==> src/lsr_pkg.sv <==
// Shared constants and types for the light sensor register port
package lsr_pkg;

	// Register offsets
	localparam logic [7:0] OFF_CMD = 8'h00;
	localparam logic [7:0] OFF_CTRL = 8'h01;
	localparam logic [7:0] OFF_LIGHT_LO = 8'h04;
	localparam logic [7:0] OFF_LIGHT_HI = 8'h05;
	localparam logic [7:0] OFF_CYC_LO = 8'h06;
	localparam logic [7:0] OFF_CYC_HI = 8'h07;

	// Values after reset
	localparam logic [7:0] RST_CMD = 8'h00;
	localparam logic [7:0] RST_CTRL = 8'h00;
	localparam logic [15:0] RST_DATA = 16'h0000;

	// Fixed upper six bits of the slave address
	localparam logic [5:0] ADDR_HI = 6'h22;

	// Special register address bits and control range field position
	localparam int BIT_SYNC = 7;
	localparam int BIT_CLR = 6;
	localparam int CTRL_RANGE_LSB = 2;

	// Output mode that yields light counts
	localparam logic [1:0] OUT_LIGHT = 2'h2;

	// Last oscillator count of an internal integration, per width code
	localparam logic [15:0] LAST_W0 = 16'hFFFF;
	localparam logic [15:0] LAST_W1 = 16'h0FFF;
	localparam logic [15:0] LAST_W2 = 16'h00FF;
	localparam logic [15:0] LAST_W3 = 16'h000F;

	// Operation command register layout, bit 7 first
	typedef struct packed {
		logic core_on;
		logic sleep;
		logic timing_ext;
		logic spare;
		logic [1:0] out_sel;
		logic [1:0] width;
	} lsr_cmd_t;

	// Bus line events seen in the core clock domain
	typedef struct packed {
		logic scl_rise;
		logic scl_fall;
		logic sda;
		logic start;
		logic stop;
	} lsr_line_ev_t;

	typedef enum {
		ST_IDLE, ST_DEV, ST_REG, ST_WR, ST_RD, ST_ACK, ST_MACK
	} lsr_state_t;

endpackage : lsr_pkg

==> src/lsr_top.sv <==
// Light sensor bus slave, register file and conversion control
// Summary of operation
// - Eight byte registers, six implemented; command and control hold until rewritten.
// - Slave address is 100010 plus the address-select pin as bit 0.
// - After start, first seven bits compare to own address; eighth is R/W.
// - The receiving side pulls data low in the acknowledge slot.
// - Four read-only data bytes: two light count, two cycle count.
// - Data bytes hold latest converter result and, in external mode, previous period's cycles.
// - Register address bit 7 set restarts integration, external mode only.
// - Register address bit 6 set clears the pending interrupt.
// - Command bit 7 low holds converter in reset; high enables it.
// - Command bit 6 high powers the device down; low is normal.
// - Command bit 5 picks internal count timing or host timing.
// - External period spans two consecutive restart commands from host.
// - Command bits 3:2: 00,01 disable, 10 light count, 11 no operation.
// - Light count is signed n-1 bits, n being 4, 8, 12 or 16.
// - Command bits 1:0 give 65536, 4096, 256 or 16 cycles.
// - Internal period comes from the oscillator and the n-bit counter.
// - Control bits 3:2 select lux range one to four.
// - Light count bytes refresh at the end of every integration; cycle count bytes only in external mode.
// - External mode counts oscillator cycles and latches them each period.
// - Lower address holds the low byte, next address the high byte.
`timescale 1ns/10ps
module lsr_top (
	input wire logic clk_in,
	input wire logic rst_n_in,
	input wire logic scl_in,
	input wire logic sda_in,
	output logic sda_out,
	output logic sda_oe_out,
	input wire logic addr_select_pin_in,
	input wire logic osc_clk_in,
	input wire logic [15:0] light_sample_in,
	output logic converter_core_on_out,
	output logic sleep_request_out,
	output logic [1:0] lux_range_out,
	output logic int_clear_out,
	output logic conv_done_out
);
	lsr_pkg::lsr_line_ev_t ev;
	lsr_pkg::lsr_state_t state_reg;
	lsr_pkg::lsr_state_t after_ack_reg;
	lsr_pkg::lsr_cmd_t cmd_reg;
	logic [7:0] ctrl_reg;
	logic [7:0] ptr_reg;
	logic [7:0] shift_reg;
	logic [7:0] tx_reg;
	logic [2:0] bit_cnt_reg;
	logic ack_pend_reg;
	logic mack_ok_reg;
	logic sync_reg;
	logic addr_sel;
	logic [6:0] own_addr;
	logic [7:0] rx_byte;
	logic byte_end;
	logic addr_hit;
	logic reg_fire;
	logic wr_fire;
	logic wr_cmd;
	logic wr_ctrl;
	logic [7:0] rd_data;
	logic [15:0] light_count;
	logic [15:0] cycle_count;

	lsr_line_sync u_sync (
		.clk_in(clk_in),
		.rst_n_in(rst_n_in),
		.scl_in(scl_in),
		.sda_in(sda_in),
		.addr_select_pin_in(addr_select_pin_in),
		.ev_out(ev),
		.addr_select_out(addr_sel)
	);

	lsr_integrator u_integ (
		.clk_in(clk_in),
		.rst_n_in(rst_n_in),
		.osc_clk_in(osc_clk_in),
		.cmd_in(cmd_reg),
		.sync_in(sync_reg),
		.light_sample_in(light_sample_in),
		.light_count_out(light_count),
		.cycle_count_out(cycle_count),
		.done_out(conv_done_out)
	);

	assign own_addr = {lsr_pkg::ADDR_HI, addr_sel};
	assign rx_byte = {shift_reg[6:0], ev.sda};
	assign byte_end = ev.scl_rise && (bit_cnt_reg == 3'h7);
	assign addr_hit = (rx_byte[7:1] == own_addr);
	assign reg_fire = byte_end && (state_reg == lsr_pkg::ST_REG);
	assign wr_fire = byte_end && (state_reg == lsr_pkg::ST_WR);
	// Special addresses carry commands, not register writes
	assign wr_cmd = wr_fire && (ptr_reg == lsr_pkg::OFF_CMD);
	assign wr_ctrl = wr_fire && (ptr_reg == lsr_pkg::OFF_CTRL);

	// Unmapped and threshold addresses read as zero
	always_comb begin
		unique case (ptr_reg)
			lsr_pkg::OFF_CMD: rd_data = cmd_reg;
			lsr_pkg::OFF_CTRL: rd_data = ctrl_reg;
			lsr_pkg::OFF_LIGHT_LO: rd_data = light_count[7:0];
			lsr_pkg::OFF_LIGHT_HI: rd_data = light_count[15:8];
			lsr_pkg::OFF_CYC_LO: rd_data = cycle_count[7:0];
			lsr_pkg::OFF_CYC_HI: rd_data = cycle_count[15:8];
			default: rd_data = 8'h00;
		endcase
	end

	// Byte-level protocol engine
	always_ff @(posedge clk_in or negedge rst_n_in) begin
		if (!rst_n_in) begin
			state_reg <= lsr_pkg::ST_IDLE;
			after_ack_reg <= lsr_pkg::ST_IDLE;
			shift_reg <= 8'h00;
			tx_reg <= 8'h00;
			bit_cnt_reg <= 3'h0;
			ack_pend_reg <= 1'b0;
			mack_ok_reg <= 1'b0;
			sda_oe_out <= 1'b0;
		end else if (ev.start) begin
			// Repeated start keeps the pointer for a read
			state_reg <= lsr_pkg::ST_DEV;
			bit_cnt_reg <= 3'h0;
			ack_pend_reg <= 1'b0;
			sda_oe_out <= 1'b0;
		end else if (ev.stop) begin
			state_reg <= lsr_pkg::ST_IDLE;
			ack_pend_reg <= 1'b0;
			sda_oe_out <= 1'b0;
		end else if (ev.scl_rise) begin
			unique case (state_reg)
				lsr_pkg::ST_DEV, lsr_pkg::ST_REG, lsr_pkg::ST_WR: begin
					shift_reg <= rx_byte;
					bit_cnt_reg <= bit_cnt_reg + 3'h1;
					if (bit_cnt_reg == 3'h7) begin
						if (state_reg != lsr_pkg::ST_DEV) begin
							ack_pend_reg <= 1'b1;
							after_ack_reg <= lsr_pkg::ST_WR;
						end else if (addr_hit) begin
							ack_pend_reg <= 1'b1;
							after_ack_reg <= rx_byte[0] ?
								lsr_pkg::ST_RD : lsr_pkg::ST_REG;
						end else begin
							state_reg <= lsr_pkg::ST_IDLE;
						end
					end
				end
				lsr_pkg::ST_RD: bit_cnt_reg <= bit_cnt_reg + 3'h1;
				lsr_pkg::ST_MACK: mack_ok_reg <= !ev.sda;
				lsr_pkg::ST_IDLE, lsr_pkg::ST_ACK: begin
				end
			endcase
		end else if (ev.scl_fall) begin
			if (ack_pend_reg) begin
				// Pull data low through the acknowledge slot
				ack_pend_reg <= 1'b0;
				sda_oe_out <= 1'b1;
				state_reg <= lsr_pkg::ST_ACK;
			end else begin
				unique case (state_reg)
					lsr_pkg::ST_ACK: begin
						state_reg <= after_ack_reg;
						bit_cnt_reg <= 3'h0;
						tx_reg <= rd_data;
						sda_oe_out <= (after_ack_reg == lsr_pkg::ST_RD) &&
							!rd_data[7];
					end
					lsr_pkg::ST_RD: begin
						if (bit_cnt_reg == 3'h0) begin
							sda_oe_out <= 1'b0;
							state_reg <= lsr_pkg::ST_MACK;
						end else begin
							sda_oe_out <= !tx_reg[3'h7 - bit_cnt_reg];
						end
					end
					lsr_pkg::ST_MACK: begin
						// Master ack asks for the same register again
						if (mack_ok_reg) begin
							state_reg <= lsr_pkg::ST_RD;
							bit_cnt_reg <= 3'h0;
							tx_reg <= rd_data;
							sda_oe_out <= !rd_data[7];
						end else begin
							state_reg <= lsr_pkg::ST_IDLE;
						end
					end
					lsr_pkg::ST_IDLE, lsr_pkg::ST_DEV, lsr_pkg::ST_REG,
					lsr_pkg::ST_WR: begin
					end
				endcase
			end
		end
	end

	// Open drain: the pad only ever pulls low
	always_ff @(posedge clk_in or negedge rst_n_in) begin
		if (!rst_n_in)
			sda_out <= 1'b0;
		else
			sda_out <= 1'b0;
	end

	// Register pointer and special-address commands
	always_ff @(posedge clk_in or negedge rst_n_in) begin
		if (!rst_n_in) begin
			ptr_reg <= lsr_pkg::OFF_CMD;
			sync_reg <= 1'b0;
			int_clear_out <= 1'b0;
		end else begin
			if (reg_fire)
				ptr_reg <= rx_byte;
			// Restart only makes sense when the host times the period
			sync_reg <= reg_fire && rx_byte[lsr_pkg::BIT_SYNC] &&
				cmd_reg.timing_ext;
			int_clear_out <= reg_fire && rx_byte[lsr_pkg::BIT_CLR];
		end
	end

	// Writable registers; data bytes have no write path
	always_ff @(posedge clk_in or negedge rst_n_in) begin
		if (!rst_n_in) begin
			cmd_reg <= lsr_pkg::RST_CMD;
			ctrl_reg <= lsr_pkg::RST_CTRL;
		end else begin
			if (wr_cmd)
				cmd_reg <= rx_byte;
			if (wr_ctrl)
				ctrl_reg <= rx_byte & 8'h0C;
		end
	end

	always_ff @(posedge clk_in or negedge rst_n_in) begin
		if (!rst_n_in) begin
			converter_core_on_out <= 1'b0;
			sleep_request_out <= 1'b0;
			lux_range_out <= 2'h0;
		end else begin
			converter_core_on_out <= cmd_reg.core_on;
			sleep_request_out <= cmd_reg.sleep;
			lux_range_out <=
				ctrl_reg[lsr_pkg::CTRL_RANGE_LSB +: 2];
		end
	end
endmodule : lsr_top

==> src/lsr_line_sync.sv <==
// Bus pin synchroniser with edge, start and stop detection
`timescale 1ns/10ps
module lsr_line_sync (
	input wire logic clk_in,
	input wire logic rst_n_in,
	input wire logic scl_in,
	input wire logic sda_in,
	input wire logic addr_select_pin_in,
	output lsr_pkg::lsr_line_ev_t ev_out,
	output logic addr_select_out
);
	logic [1:0] scl_sync_reg;
	logic [1:0] sda_sync_reg;
	logic [1:0] a0_sync_reg;
	logic scl_prev_reg;
	logic sda_prev_reg;

	always_ff @(posedge clk_in or negedge rst_n_in) begin
		if (!rst_n_in) begin
			scl_sync_reg <= 2'h3;
			sda_sync_reg <= 2'h3;
			a0_sync_reg <= 2'h0;
			scl_prev_reg <= 1'b1;
			sda_prev_reg <= 1'b1;
		end else begin
			scl_sync_reg <= {scl_sync_reg[0], scl_in};
			sda_sync_reg <= {sda_sync_reg[0], sda_in};
			a0_sync_reg <= {a0_sync_reg[0], addr_select_pin_in};
			scl_prev_reg <= scl_sync_reg[1];
			sda_prev_reg <= sda_sync_reg[1];
		end
	end

	// The master alone clocks the bus; we only ever observe it
	always_comb begin
		ev_out.scl_rise = scl_sync_reg[1] && !scl_prev_reg;
		ev_out.scl_fall = !scl_sync_reg[1] && scl_prev_reg;
		ev_out.sda = sda_sync_reg[1];
		// Data falling with clock high opens a transaction
		ev_out.start = scl_sync_reg[1] && scl_prev_reg &&
			sda_prev_reg && !sda_sync_reg[1];
		// Data rising with clock high closes it
		ev_out.stop = scl_sync_reg[1] && scl_prev_reg &&
			!sda_prev_reg && sda_sync_reg[1];
	end

	assign addr_select_out = a0_sync_reg[1];

endmodule : lsr_line_sync

==> src/lsr_integrator.sv <==
// Integration timing, cycle counter and result latching
`timescale 1ns/10ps
module lsr_integrator (
	input wire logic clk_in,
	input wire logic rst_n_in,
	input wire logic osc_clk_in,
	input lsr_pkg::lsr_cmd_t cmd_in,
	input wire logic sync_in,
	input wire logic [15:0] light_sample_in,
	output logic [15:0] light_count_out,
	output logic [15:0] cycle_count_out,
	output logic done_out
);
	logic [1:0] osc_sync_reg;
	logic osc_prev_reg;
	logic [15:0] tick_cnt_reg;
	logic [15:0] last;
	logic tick;
	logic active;
	logic finish;

	always_ff @(posedge clk_in or negedge rst_n_in) begin
		if (!rst_n_in) begin
			osc_sync_reg <= 2'h0;
			osc_prev_reg <= 1'b0;
		end else begin
			osc_sync_reg <= {osc_sync_reg[0], osc_clk_in};
			osc_prev_reg <= osc_sync_reg[1];
		end
	end

	assign tick = osc_sync_reg[1] && !osc_prev_reg;
	// Reset mode, sleep or a disabling output mode stop the core
	assign active = cmd_in.core_on && !cmd_in.sleep &&
		(cmd_in.out_sel == lsr_pkg::OUT_LIGHT);

	always_comb begin
		unique case (cmd_in.width)
			2'h0: last = lsr_pkg::LAST_W0;
			2'h1: last = lsr_pkg::LAST_W1;
			2'h2: last = lsr_pkg::LAST_W2;
			2'h3: last = lsr_pkg::LAST_W3;
		endcase
	end

	// Host sync ends the period externally, count limit internally
	assign finish = active && (cmd_in.timing_ext ? sync_in :
		(tick && tick_cnt_reg == last));

	always_ff @(posedge clk_in or negedge rst_n_in) begin
		if (!rst_n_in) begin
			tick_cnt_reg <= lsr_pkg::RST_DATA;
		end else if (!active || finish) begin
			tick_cnt_reg <= lsr_pkg::RST_DATA;
		end else if (tick) begin
			tick_cnt_reg <= tick_cnt_reg + 16'h0001;
		end
	end

	// Light result refreshes at each period end, cycles in external mode only; bus writes never reach them
	always_ff @(posedge clk_in or negedge rst_n_in) begin
		if (!rst_n_in) begin
			light_count_out <= lsr_pkg::RST_DATA;
			cycle_count_out <= lsr_pkg::RST_DATA;
			done_out <= 1'b0;
		end else begin
			done_out <= finish;
			if (finish) begin
				// Scale to signed n-1 bits for the chosen width
				light_count_out <= 16'($signed(light_sample_in) >>>
					{cmd_in.width, 2'h0});
				if (cmd_in.timing_ext)
					cycle_count_out <= tick_cnt_reg;
			end
		end
	end

endmodule : lsr_integrator

==> config.mk <==
export PLATFORM = sky130hd
export DESIGN_NAME = lsr_top
export DESIGN_NICKNAME = d
export VERILOG_FILES = /design/src/lsr_pkg.sv /design/src/lsr_top.sv /design/src/lsr_line_sync.sv /design/src/lsr_integrator.sv
export SDC_FILE = /design/constraint.sdc
export NUM_CORES = 1
export LEC_CHECK = 0
export CAP_MARGIN = 10
export CORE_ASPECT_RATIO = 1.25
export CORE_MARGIN = 2
export CORE_UTILIZATION = 35
export DETAILED_ROUTE_END_ITERATION = 8
export DONT_BUFFER_PORTS = 1
export GPL_TIMING_DRIVEN = 0
export PLACE_DENSITY = 0.6
export SYNTH_ARGS = -nofsm -noshare
export SYNTH_HDL_FRONTEND = slang
export SYNTH_SLANG_ARGS = --single-unit
==> constraint.sdc <==
create_clock -name clk_in -period 2.12 [get_ports clk_in]
set_input_delay 0.212 -clock clk_in [delete_from_list [all_inputs] [get_ports clk_in]]
set_output_delay 0.212 -clock clk_in [all_outputs]
set_load 0.02 [all_outputs]
After elaboration in Yosys (flattened, before gate mapping)
Cells that the tools add are included.
- memories kept: 0
- flip-flop bits (word level): 169
- output and inout port bits: 8
- logic and storage cells: 178
- bits in latches: 0
- memory bits (read-only): 0
- memory bits (writable): 0
- shifts and indexed selects: 1
- reductions and logical operators: 54
- order comparisons: 1
- muxes and demuxes: 48
- add/sub/neg operators: 3
- divide/modulo/power cells: 0
- equal/unequal tests: 35
- $mul: 0
- bitwise logic cells: 4
- operators by type and width (operator ; number):
    32-bit two-way mux ; 12
    32-bit by 3-bit == test with 1-bit output, second input constant ; 5
    32-bit case mux with 3 select lines ; 1
    32-bit by 2-bit == test with 1-bit output, second input constant ; 2
    16-bit case mux with 4 select lines ; 1
    8-bit case mux with 6 select lines ; 1
    32-bit by 1-bit == test with 1-bit output, second input constant ; 1
    32-bit by 4-bit == test with 1-bit output, second input constant ; 1
    8-bit by 3-bit == test with 1-bit output, second input constant ; 4
    16-bit two-way mux ; 2
    32-bit by 2-bit inequality test with 1-bit output, second input constant ; 1
    3-bit two-way mux ; 9
    1-bit logical AND ; 21
    1-bit two-way mux ; 17
    16-bit by 1-bit adder with 16-bit output, second input constant ; 1
    16-bit == test ; 1
    8-bit case mux with 2 select lines ; 1
    4-bit AND reduction ; 4
    16-bit by 4-bit >>> shifter with 16-bit output ; 1
    7-bit AND reduction ; 2
    4-bit inequality test, second input constant ; 3
    6-bit AND reduction ; 2
    1-bit zero test ; 9
    3-bit inequality test, second input constant ; 3
    other kinds (31) ; 41

Depth between registers and ports, before layout
Gate-level depths: netlist (run 1).
- depth in word-level cells: 11
- gate-level depth with buffers: 9

By module
A second synthesis (run 1) with hierarchy kept.
- cell total of the unflattened synthesis: 437
- area total of the unflattened synthesis: 5445.2 um2
- by module, submodules not included (module ; area an instance (um2) ; instances ; cells an instance ; sequential area each (um2)):
    lsr_top ; 2725.1 ; 1 ; 229 ; 1276.2
    lsr_integrator ; 2472.4 ; 1 ; 195 ; 1301.2
    lsr_line_sync ; 247.7 ; 1 ; 13 ; 207.7

Worst setup path before layout (run 1)
No wires, ideal clock.
- path kind: reg2reg
- start: register u_sync.scl_prev_reg
- end: register tx_reg[0]
- cell stages (with the launch flop): 9
- library setup time: 0.076 ns
- arrival time: 2.276 ns
- setup slack: -0.232 ns
- clock period less this slack: 2.352 ns
- cells stage by stage: dfstp_2 > inv_1 > ha_1 > clkbuf_1 > a211o_1 > or3_1 > buf_2 > or4_4 > o21ai_1
- cells in the longest elaborated chain, start to end: 5
- RTL lines (item ; line ; RTL):
    start: declaration ; lsr_line_sync.sv:15 ; logic scl_prev_reg;
    start signal: assignment ; lsr_line_sync.sv:29 ; scl_prev_reg <= scl_sync_reg[1];
    1-bit logical AND ; lsr_line_sync.sv:40, lsr_line_sync.sv:43 ;
    1-bit logical AND, on equally long branches ; lsr_line_sync.sv:40, lsr_line_sync.sv:43 ;
    1-bit logical AND, on equally long branches ; lsr_line_sync.sv:41, lsr_line_sync.sv:44 ;
    1-bit NOT (no source line) ; n/a ;
    7-bit AND reduction (no source line) * ; n/a ;
    end signal: assignment ; lsr_top.sv:165 ; tx_reg <= rd_data;
    end signal: assignment ; lsr_top.sv:182 ; tx_reg <= rd_data;
    end: declaration ; lsr_top.sv:47 ; logic [7:0] tx_reg;
Every way passes the cells marked *; elsewhere a longest branch is shown, timed or not.
A chain may end at the register's enable or synchronous reset.

Final worst setup path (run 1)
- start: register u_integ.tick_cnt_reg[14]
- end: register u_integ.light_count_out[9]
- cells in the longest elaborated chain, start to end: 4
- RTL lines (item ; line ; RTL):
    start: declaration ; lsr_integrator.sv:16 ; logic [15:0] tick_cnt_reg;
    start signal: assignment ; lsr_integrator.sv:52 ; tick_cnt_reg <= lsr_pkg::RST_DATA;
    start signal: assignment ; lsr_integrator.sv:54 ; tick_cnt_reg <= lsr_pkg::RST_DATA;
    start signal: assignment ; lsr_integrator.sv:56 ; tick_cnt_reg <= tick_cnt_reg + 16'h0001;
    16-bit == test ; lsr_integrator.sv:48 ; (tick && tick_cnt_reg == last));
    1-bit logical AND ; lsr_integrator.sv:48 ;
    1-bit two-way mux ; lsr_integrator.sv:47 ; assign finish = active && (cmd_in.timing_ext ? sync_in :
    1-bit logical AND ; lsr_integrator.sv:47 ;
    via u_integ.finish ; lsr_integrator.sv:20 ; logic finish;
    end signal: assignment ; lsr_integrator.sv:63 ; light_count_out <= lsr_pkg::RST_DATA;
    end signal: assignment ; lsr_integrator.sv:70 ; light_count_out <= 16'($signed(light_sample_in) >>>
    end: declaration ; lsr_integrator.sv:10 ; output logic [15:0] light_count_out,
The timed path passes the listed nets, and every way through them passes these cells.

==> summary.txt, run 1 <==
Route
  • Drt total wl: 12.6 mm
  • Iter 0 DRT Violations: 197
  • Via-to-Cell Ratio: about 5.1
  • DRC Markers: 0
  • Vias: between 3000 and 4000
  • Drt pass-1 iters: 4
  • Final ANT Viol Nets: 0
  • Wirelength per Cell: approximately 17 µm

STA
  • Final setup viols: 17
  • Setup_tns: -0.464 ns
  • Fin. max-slew vios: 0
  • Hold WS: -0.458 ns
  • Worst slew margin: around 56%
  • Hold Vio Cnt, Final: between 100 and 150
  • Fmax: 460 MHz
  • Post-layout minimum cycle time: ~2.2 ns
  • Final period util: 103%
  • RSZ-0062 raised after global routing: true
  • Worst slew pin tran: 0.660 ns
  • Fin Clk Skew: 0.0106 ns
  • Final WS setup: -0.0547 ns

Clocking
  • Clk Latency, worst-skew pair: 0.36 ns
  • Number of buffers created by CTS: 9
  • CTS Buffer Depth: 2
  • Worst-path clk slew: roughly 0.080 ns
  • CTS tree: built
  • Total clock sinks: 111
  • Cts hold-fix bufs: 5
  • Max H-tree Level: 3
  • Root Buffer: clkbuf_16

Place
  • Dpl hpwl: roughly 8.5 mm
  • Placement Cell Area: between 5000 and 6000 µm²
  • Setup WS pre-CTS: -0.506 ns
  • IO Port Bufs: 0
  • Placed cells: just under 700
  • Routability cong.: roughly 0.92

Die
  • Num ports: 30
  • Area of the core: 15100 µm²
  • Die Span X: 115 µm
  • # rows: 50
  • Initial core utilization: between 30% and 40%
  • Total die area: 16500 µm²
  • Chip height: ~140 µm

Layout
  • Area Overhead vs Synth: 20.3%
  • Non-filler cells, final: 722
  • Final #Nets: 538
  • Multi-input gate area: around 2700 µm²
  • Antenna Cells: 0
  • Register area: between 2000 and 3000 µm²
  • Fill count: about 1400
  • Finished Cell Area: around 6500 µm²
  • Share of layout cells above drive strength 1: a little under a third

Power and ir drop
  • Pwr dens: between 600 and 700 nW/µm²
  • Tot Pwr: 4.06 mW
  • Max IR drop VDD: 381 µV
  • Pleak: between 2 and 3 nW

Hold path
  • Hold crit path type: primary input to asynchronous set/reset pin

Worst setup path
  • Kind of critical path: flip-flop to flip-flop
  • Worst Setup End Kind: flip-flop
  • Crit path DAT: between 2 and 2.5 ns
  • Critical R2R Launch: u_integ.tick_cnt_reg[14]
  • Crit Path Max Fanout: 5
  • Last element of the critical path: u_integ.light_count_out[9]
  • R2R setup slack: -0.05 ns
  • Startpoint types: flip-flop
  • Critical R2R Capture: u_integ.light_count_out[9]
  • Data required time at the worst endpoint: around 2.4 ns
  • Origin of the worst setup path: u_integ.tick_cnt_reg[14]
  • FF-to-FF path depth: 7

Synth
  • Mapped Area: 5410 µm²
  • Post-synth EDFFs: 0
  • #FFs+latches synth: around 110
  • Sequential-to-total area share from yosys stat: 51.5%
  • Ys Warns: 0
  • Ys flop type: dfrtp_1
  • Post-synthesis average cell area: roughly 12 µm²
  • Ys async rst share: 100%
  • Synthesized net count: ~500
  • Cell variety after synth: 57
  • Synth Instances: 466

Run status
  • Failing checks: hold timing, setup timing
  • Outcome: finished with violations

Global route
  • Largest net degree at the start of global routing: 112
  • Initial antenna violation count: 0
  • Number of global-route vias before repair: between 3000 and 4000
  • Overall global routing resource usage: around 16%
  • Global route total overflow: 0
  • First-pass GRT wire length: between 20 and 25 mm

Flow run
  • Max_cap viols: 0
-- worst max-delay path: stages (launching register included) --
cell and delay (ns):
dfrtp_1 0.38, or4_4 0.53, mux2i_2 0.18, o2111ai_2 0.19, a21oi_4 0.20, buf_12 0.15
buf_8 0.13, mux2_4 0.29
-- worst min-delay path by stage --
stage	start	end	slack, ns	depth (start not counted)
floorplan	rst_n_in	ack_pend_reg	-0.08	0
global placement	rst_n_in	converter_core_on_out	-0.08	0
detailed placement	rst_n_in	converter_core_on_out	-0.08	0
CTS	rst_n_in	converter_core_on_out	-0.47	0
global route	rst_n_in	after_ack_reg[0]	-0.47	0
finish	rst_n_in	after_ack_reg[0]	-0.46	0
-- where the power goes --
part | total [mW] | internal, mW | switching (mW) | leakage (nW)
Combinational | 0.163 | 0.0853 | 0.0776 | 1.18
Sequential | 2.17 | 2.14 | 0.0272 | 1.49
Clock | 1.73 | 0.943 | 0.785 | 0.144
Total | 4.06 | 3.17 | 0.890 | 2.81
-- area by class of cell --
class | instances | share of cell area, %
tap | 208 | 4.00
timing repair buffer | 36 | 5.02
buffer | 18 | 1.50
multi-input combinational | 319 | 41.2
clock buffer | 10 | 3.67
sequential | 111 | 42.9
inverter | 14 | 0.808
clock inverter | 6 | 0.923
-- routing by layer --
metal | global-route usage [%] | share of wire [%]
met5 | 0 | 0
met3 | 3.35 | 2.5
met4 | 7.04 | 3.0
met2 | 28.3 | 52
met1 | 19.5 | 42
-- per-stage QoR --
step | hold slack (ns) | util [%]
global route | -0.473 | 43.2
detailed placement | -0.0791 | 37.9
floorplan | -0.0836 | -
finish | -0.458 | 43.2
global placement | -0.0796 | 37.9
CTS | -0.469 | 42.4
-- Yosys cell counts, drive strengths merged, types with 2 or more instances --
cell type	number	area share (%)
dfrtp	105	49
mux2	53	11
nor2	43	3.0
nand2	26	1.8
o21ai	24	2.2
mux2i	22	4.1
a21oi	17	1.6
clkbuf	16	1.1
inv	14	0.97
nor2b	13	1.5
xor2	13	2.1
nand3	12	1.1
mux4	11	4.6
ha	7	1.6
buf	6	0.58
dfstp	6	2.9
nand4	6	0.69
nand3b	5	0.69
a211oi	4	0.56
a31oi	4	0.46
and3	4	0.46
nor3	4	0.37
or4	4	0.62
xnor2	4	0.65
nor3b	3	0.42
nor4b	3	0.76
o31ai	3	0.42
o41ai	3	0.49
a211o	2	0.32
a21boi	2	0.28
a32o	2	0.37
and2	2	0.23
and4	2	0.32
nand4b	2	0.32
o2111ai	2	0.32
o21a	2	0.28
o21ba	2	0.37
-- kinds of logic (layout without fill, tap and decap cells) --
logic type                 after synthesis  count (layout)  share of synthesized area, %
DFF                                    111             111                          51.5
muxes                                   86              86                          19.7
buffers and inverters                   36              84                          2.66
AOI/OAI and AO/OA                       73              73                          8.61
adders and majority gates                7               7                          1.62
other                                    1               1                        0.0693
xor gates and xnor gates                17              17                          2.75
and+or+nand+nor                        135             135                          13.1
-- cell usage in the layout, fill, tap and decap left out, drive strengths merged, types with 4 or more instances in the layout --
| cell type | instances |
|---|---|
| nor3 | 4 |
| nor2b | 13 |
| nor2 | 43 |
| and3 | 4 |
| a21oi | 17 |
| or4 | 4 |
| mux4 | 11 |
| ha | 7 |
| buf | 36 |
| a211oi | 4 |
| a31oi | 4 |
| xor2 | 13 |
| inv | 14 |
| mux2i | 22 |
| clkbuf | 23 |
| nand3b | 5 |
| xnor2 | 4 |
| nand2 | 26 |
| nand4 | 6 |
| nand3 | 12 |
| mux2 | 53 |
| o21ai | 24 |
| dfrtp | 105 |
| dlygate4sd3 | 5 |
| dfstp | 6 |
-- timing repair --
item | in CTS | in global routing
gates cloned | 1 | 0
pin swaps | 15 | 14
gates resized for setup | 38 | 20
hold endpoints to repair | 116 | 111
buffers inserted | 21 | 11
setup endpoints to repair | 74 | 56
Power figures use the tool's default switching activity.
==> run 2: changes to the inputs <==
- ABC_AREA: not set -> 1
==> summary.txt, run 2 <==
Die
  • Initial core utilization: 35.6% (-0.27 points)
  • # rows: 51 (+2.0%)
  • Area of the core: 15600 µm² (+3.3%)
  • Die Span X: 117 µm (+1.2%)
  • Total die area: 16900 µm² (+2.4%)
  • Num ports: 30 (unchanged)
  • Chip height: 145 µm (+1.2%)

Route
  • Iter 0 DRT Violations: 297 (+51%)
  • Wirelength per Cell: 13.9 µm (-20%)
  • Vias: 4519 (+22%)
  • Final ANT Viol Nets: 0 (unchanged)
  • DRC Markers: 0 (unchanged)
  • Drt total wl: 13.0 mm (+3.1%)
  • Via-to-Cell Ratio: 4.85 (-5.6%)
  • Drt pass-1 iters: 5 (+1)

Layout
  • Final #Nets: 744 (+38%)
  • Antenna Cells: 0 (unchanged)
  • Share of layout cells above drive strength 1: 8.47% (-23 points)
  • Commonest non-fill, non-tap cell in the layout: nand2_1
  • Post-layout util: 39.6% (-3.5 points)
  • Non-filler cells, final: 932 (+29%)
  • Area Overhead vs Synth: 11.4%
  • Fill count: 1616 (+16%)
  • Most frequent cells in the layout: 211 x nand2_1, 105 x dfrtp_1, 73 x nand3_1

STA
  • RSZ-0062 raised after global routing: false
  • Hold WS: -0.450 ns (+0.00822 ns)
  • Worst slew pin tran: 0.586 ns (-0.0742 ns)
  • Setup_tns: 0 ns (+0.464 ns)
  • Final setup viols: 0 (-17)
  • Fmax: 509 MHz (+11%)
  • Worst slew margin: 60.8% (+5.2 points)
  • Final period util: 92.7% (-9.9 points)
  • Fin. max-slew vios: 0 (unchanged)
  • Hold Vio Cnt, Final: 111 (unchanged)
  • Post-layout minimum cycle time: 1.96 ns (-0.210 ns)
  • Fin Clk Skew: 0.00880 ns (-0.00181 ns)

Power and ir drop
  • Max IR drop VDD: 419 µV (+9.9%)
  • Pwr dens: 731 nW/µm² (+17%)
  • Pleak: 2.82 nW (+0.27%)
  • Tot Pwr: 4.52 mW (+11%)

Synth
  • Synth Area in Adders: 1.58% (-0.039 points)
  • Post-synthesis average cell area: 7.97 µm² (-31%)
  • Compound-Gate Fraction of Synth Area: 9.05% (+0.44 points)
  • Synth Instances: 696 (+49%)
  • Ys flop type: dfrtp_1
  • Sequential-to-total area share from yosys stat: 50.2% (-1.3 points)
  • Top post-synthesis cells by count: 211 x nand2_1, 105 x dfrtp_1, 74 x nand3_1, 69 x inv_1, 58 x o21ai_0
  • #FFs+latches synth: 111 (unchanged)
  • Top-count cell post-synth: nand2_1
  • Largest family of logic cells by synthesized area: simple AND/OR/NAND/NOR gates
  • Synth top area cells: dfrtp_1 47%, nand2_1 14%, nand3_1 6.7%
  • Synth area leader: dfrtp_1
  • Mapped Area: 5540 µm² (+2.5%)
  • Top-area cell type share of the netlist area: 47.4% (-1.2 points)
  • Cell variety after synth: 36 (-37%)
  • Ys Warns: 0 (unchanged)
  • Synthesized net count: 725 (+46%)
  • Ys async rst share: 100% (unchanged)
  • Synth Area in Simple Gates: 30.0% (+17 points)
  • Multiplexer share of the synthesized area: 0.948% (-19 points)
  • Post-synth EDFFs: 0 (unchanged)
  • Post-synthesis xor/xnor area fraction: 1.26% (-1.5 points)

Global route
  • Initial antenna violation count: 0 (unchanged)
  • Largest net degree at the start of global routing: 112 (unchanged)
  • Number of global-route vias before repair: 4408 (+12%)
  • Global route total overflow: 0 (unchanged)
  • Overall global routing resource usage: 16.7% (+0.40 points)
  • First-pass GRT wire length: 21.8 mm (+6.1%)

Place
  • Routability cong.: 0.835 (-8.7%)
  • IO Port Bufs: 0 (unchanged)
  • Placed cells: 908 (+35%)
  • Dpl hpwl: 9.52 mm (+11%)

Worst setup path
  • Kind of critical path: flip-flop to flip-flop
  • CP max stage delay: 0.56 ns (+0.03 ns)
  • Critical path's slowest cell: dfstp_2
  • Data required time at the worst endpoint: 2.40 ns (+0.04 ns)
  • Crit path DAT: 2.24 ns (-0.18 ns)
  • CP delay by family, top: simple AND/OR/NAND/NOR gates
  • Worst Setup End Kind: flip-flop
  • Startpoint types: flip-flop
  • CP Buf/Inv Count: 2 (unchanged)
  • Cell Chain, Critical Path: ha_1 > buf_2 > nand2_1 > nor3_2 > buf_2 > nand2_1 > o21ai_0
  • Stages on worst setup path: 7 (unchanged)
  • Crit Path Max Fanout: 10 (+5)
  • FF-to-FF path depth: 7 (unchanged)

Run status
  • Outcome: finished with violations
  • Failing checks: hold timing

Clocking
  • Max H-tree Level: 3 (unchanged)
  • Total clock sinks: 111 (unchanged)
  • Clk Latency, worst-skew pair: 0.36 ns (about the same)
  • Worst-path clk slew: 0.07 ns (about the same)
  • Root Buffer: clkbuf_16
  • Cts hold-fix bufs: 5 (unchanged)
  • Number of buffers created by CTS: 9 (unchanged)
  • CTS Buffer Depth: 2 (unchanged)
  • CTS tree: built

Flow run
  • Max_cap viols: 0 (unchanged)

Hold path
  • Hold crit path type: primary input to asynchronous set/reset pin
## run 2: changes by cell type after synthesis, moves of 8 or more
cell,change
mux2i_1,-19
nand2_1,+185
clkbuf_1,-11
nor2b_1,-13
o21ai_0,+41
nand3_1,+62
mux4_2,-11
nor3_1,+12
inv_1,+55
mux2_2,-50
nand4_1,+8
## run 2: final timing paths
| kind | startpoint | endpoint | slack, ns |
|---|---|---|---|
| max in group asynchronous | rst_n_in | u_sync.sda_sync_reg[0] | 2.32 |
| min | rst_n_in | u_integ.tick_cnt_reg[15] | -0.45 |
| min reg2reg | u_sync.sda_sync_reg[0] | u_sync.sda_sync_reg[1] | 0.35 |
| max | u_sync.scl_sync_reg[1] | ptr_reg[5] | 0.16 |
| max reg2reg | u_sync.scl_sync_reg[1] | ptr_reg[5] | 0.16 |
| min in group clk_in | light_sample_in[7] | u_integ.light_count_out[7] | 0.19 |
## run 2: timing repair
action | CTS | global route
endpoints found under the hold margin | 116 | 111
setup endpoints to repair | 7 | 10
buffers inserted | 0 | 3
pin swaps | 0 | 1
gates resized for setup | 2 | 3
## run 2: final cells by class
cell class                 count  area, µm²  share of cell area, %
timing repair buffer           8       72.6                   1.18
multi-input combinational    496       2400                   38.9
inverter                      70        263                   4.26
sequential                   111       2790                   45.1
clock inverter                 7       48.8                  0.790
tap                          212        265                   4.30
clock buffer                   9        225                   3.65
buffer                        19        115                   1.86
## run 2: cell families (layout without fill, tap and decap cells)
group           after synthesis  in the layout
compound gates               97             97
xor+xnor                      8              8
fa+ha+maj                     7              7
buf+inv                      89            113
flops                       111            111
mux                           5              5
other cells                   1              1
simple gates                378            378
## run 2: metrics by stage
stage	area [µm²]	worst slack, ns
detailed placement	5810	-0.0159
global placement	5810	0.00755
global route	6170	0.00261
floorplan	5540	0.371
CTS	6140	0.149
finish	6170	0.155
## run 2: worst reg2reg max path: cells and delay by family, from the launching register on
| kind | cells | cell delay [ns] |
|---|---|---|
| and+or+nand+nor | 3 | 0.62 |
| AOI/OAI and AO/OA | 1 | 0.08 |
| DFF | 1 | 0.56 |
| adders and majority gates | 1 | 0.14 |
| buffers and inverters | 2 | 0.48 |
## run 2: per-layer routing
layer | up-vias | global-route usage [%] | part of all wire [%]
li1 | 2308 | - | -
met2 | 58 | 28.8 | 51
met1 | 2131 | 20.3 | 44
met4 | 0 | 7.31 | 2.6
met3 | 22 | 3.12 | 2.6
met5 | - | 0 | 0
## run 2: power by group
group / total, mW / switching, mW / leakage, nW / internal [mW]
combinational: 0.569 / 0.383 / 1.26 / 0.186
sequential: 2.35 / 0.122 / 1.43 / 2.23
clock: 1.60 / 0.796 / 0.136 / 0.799
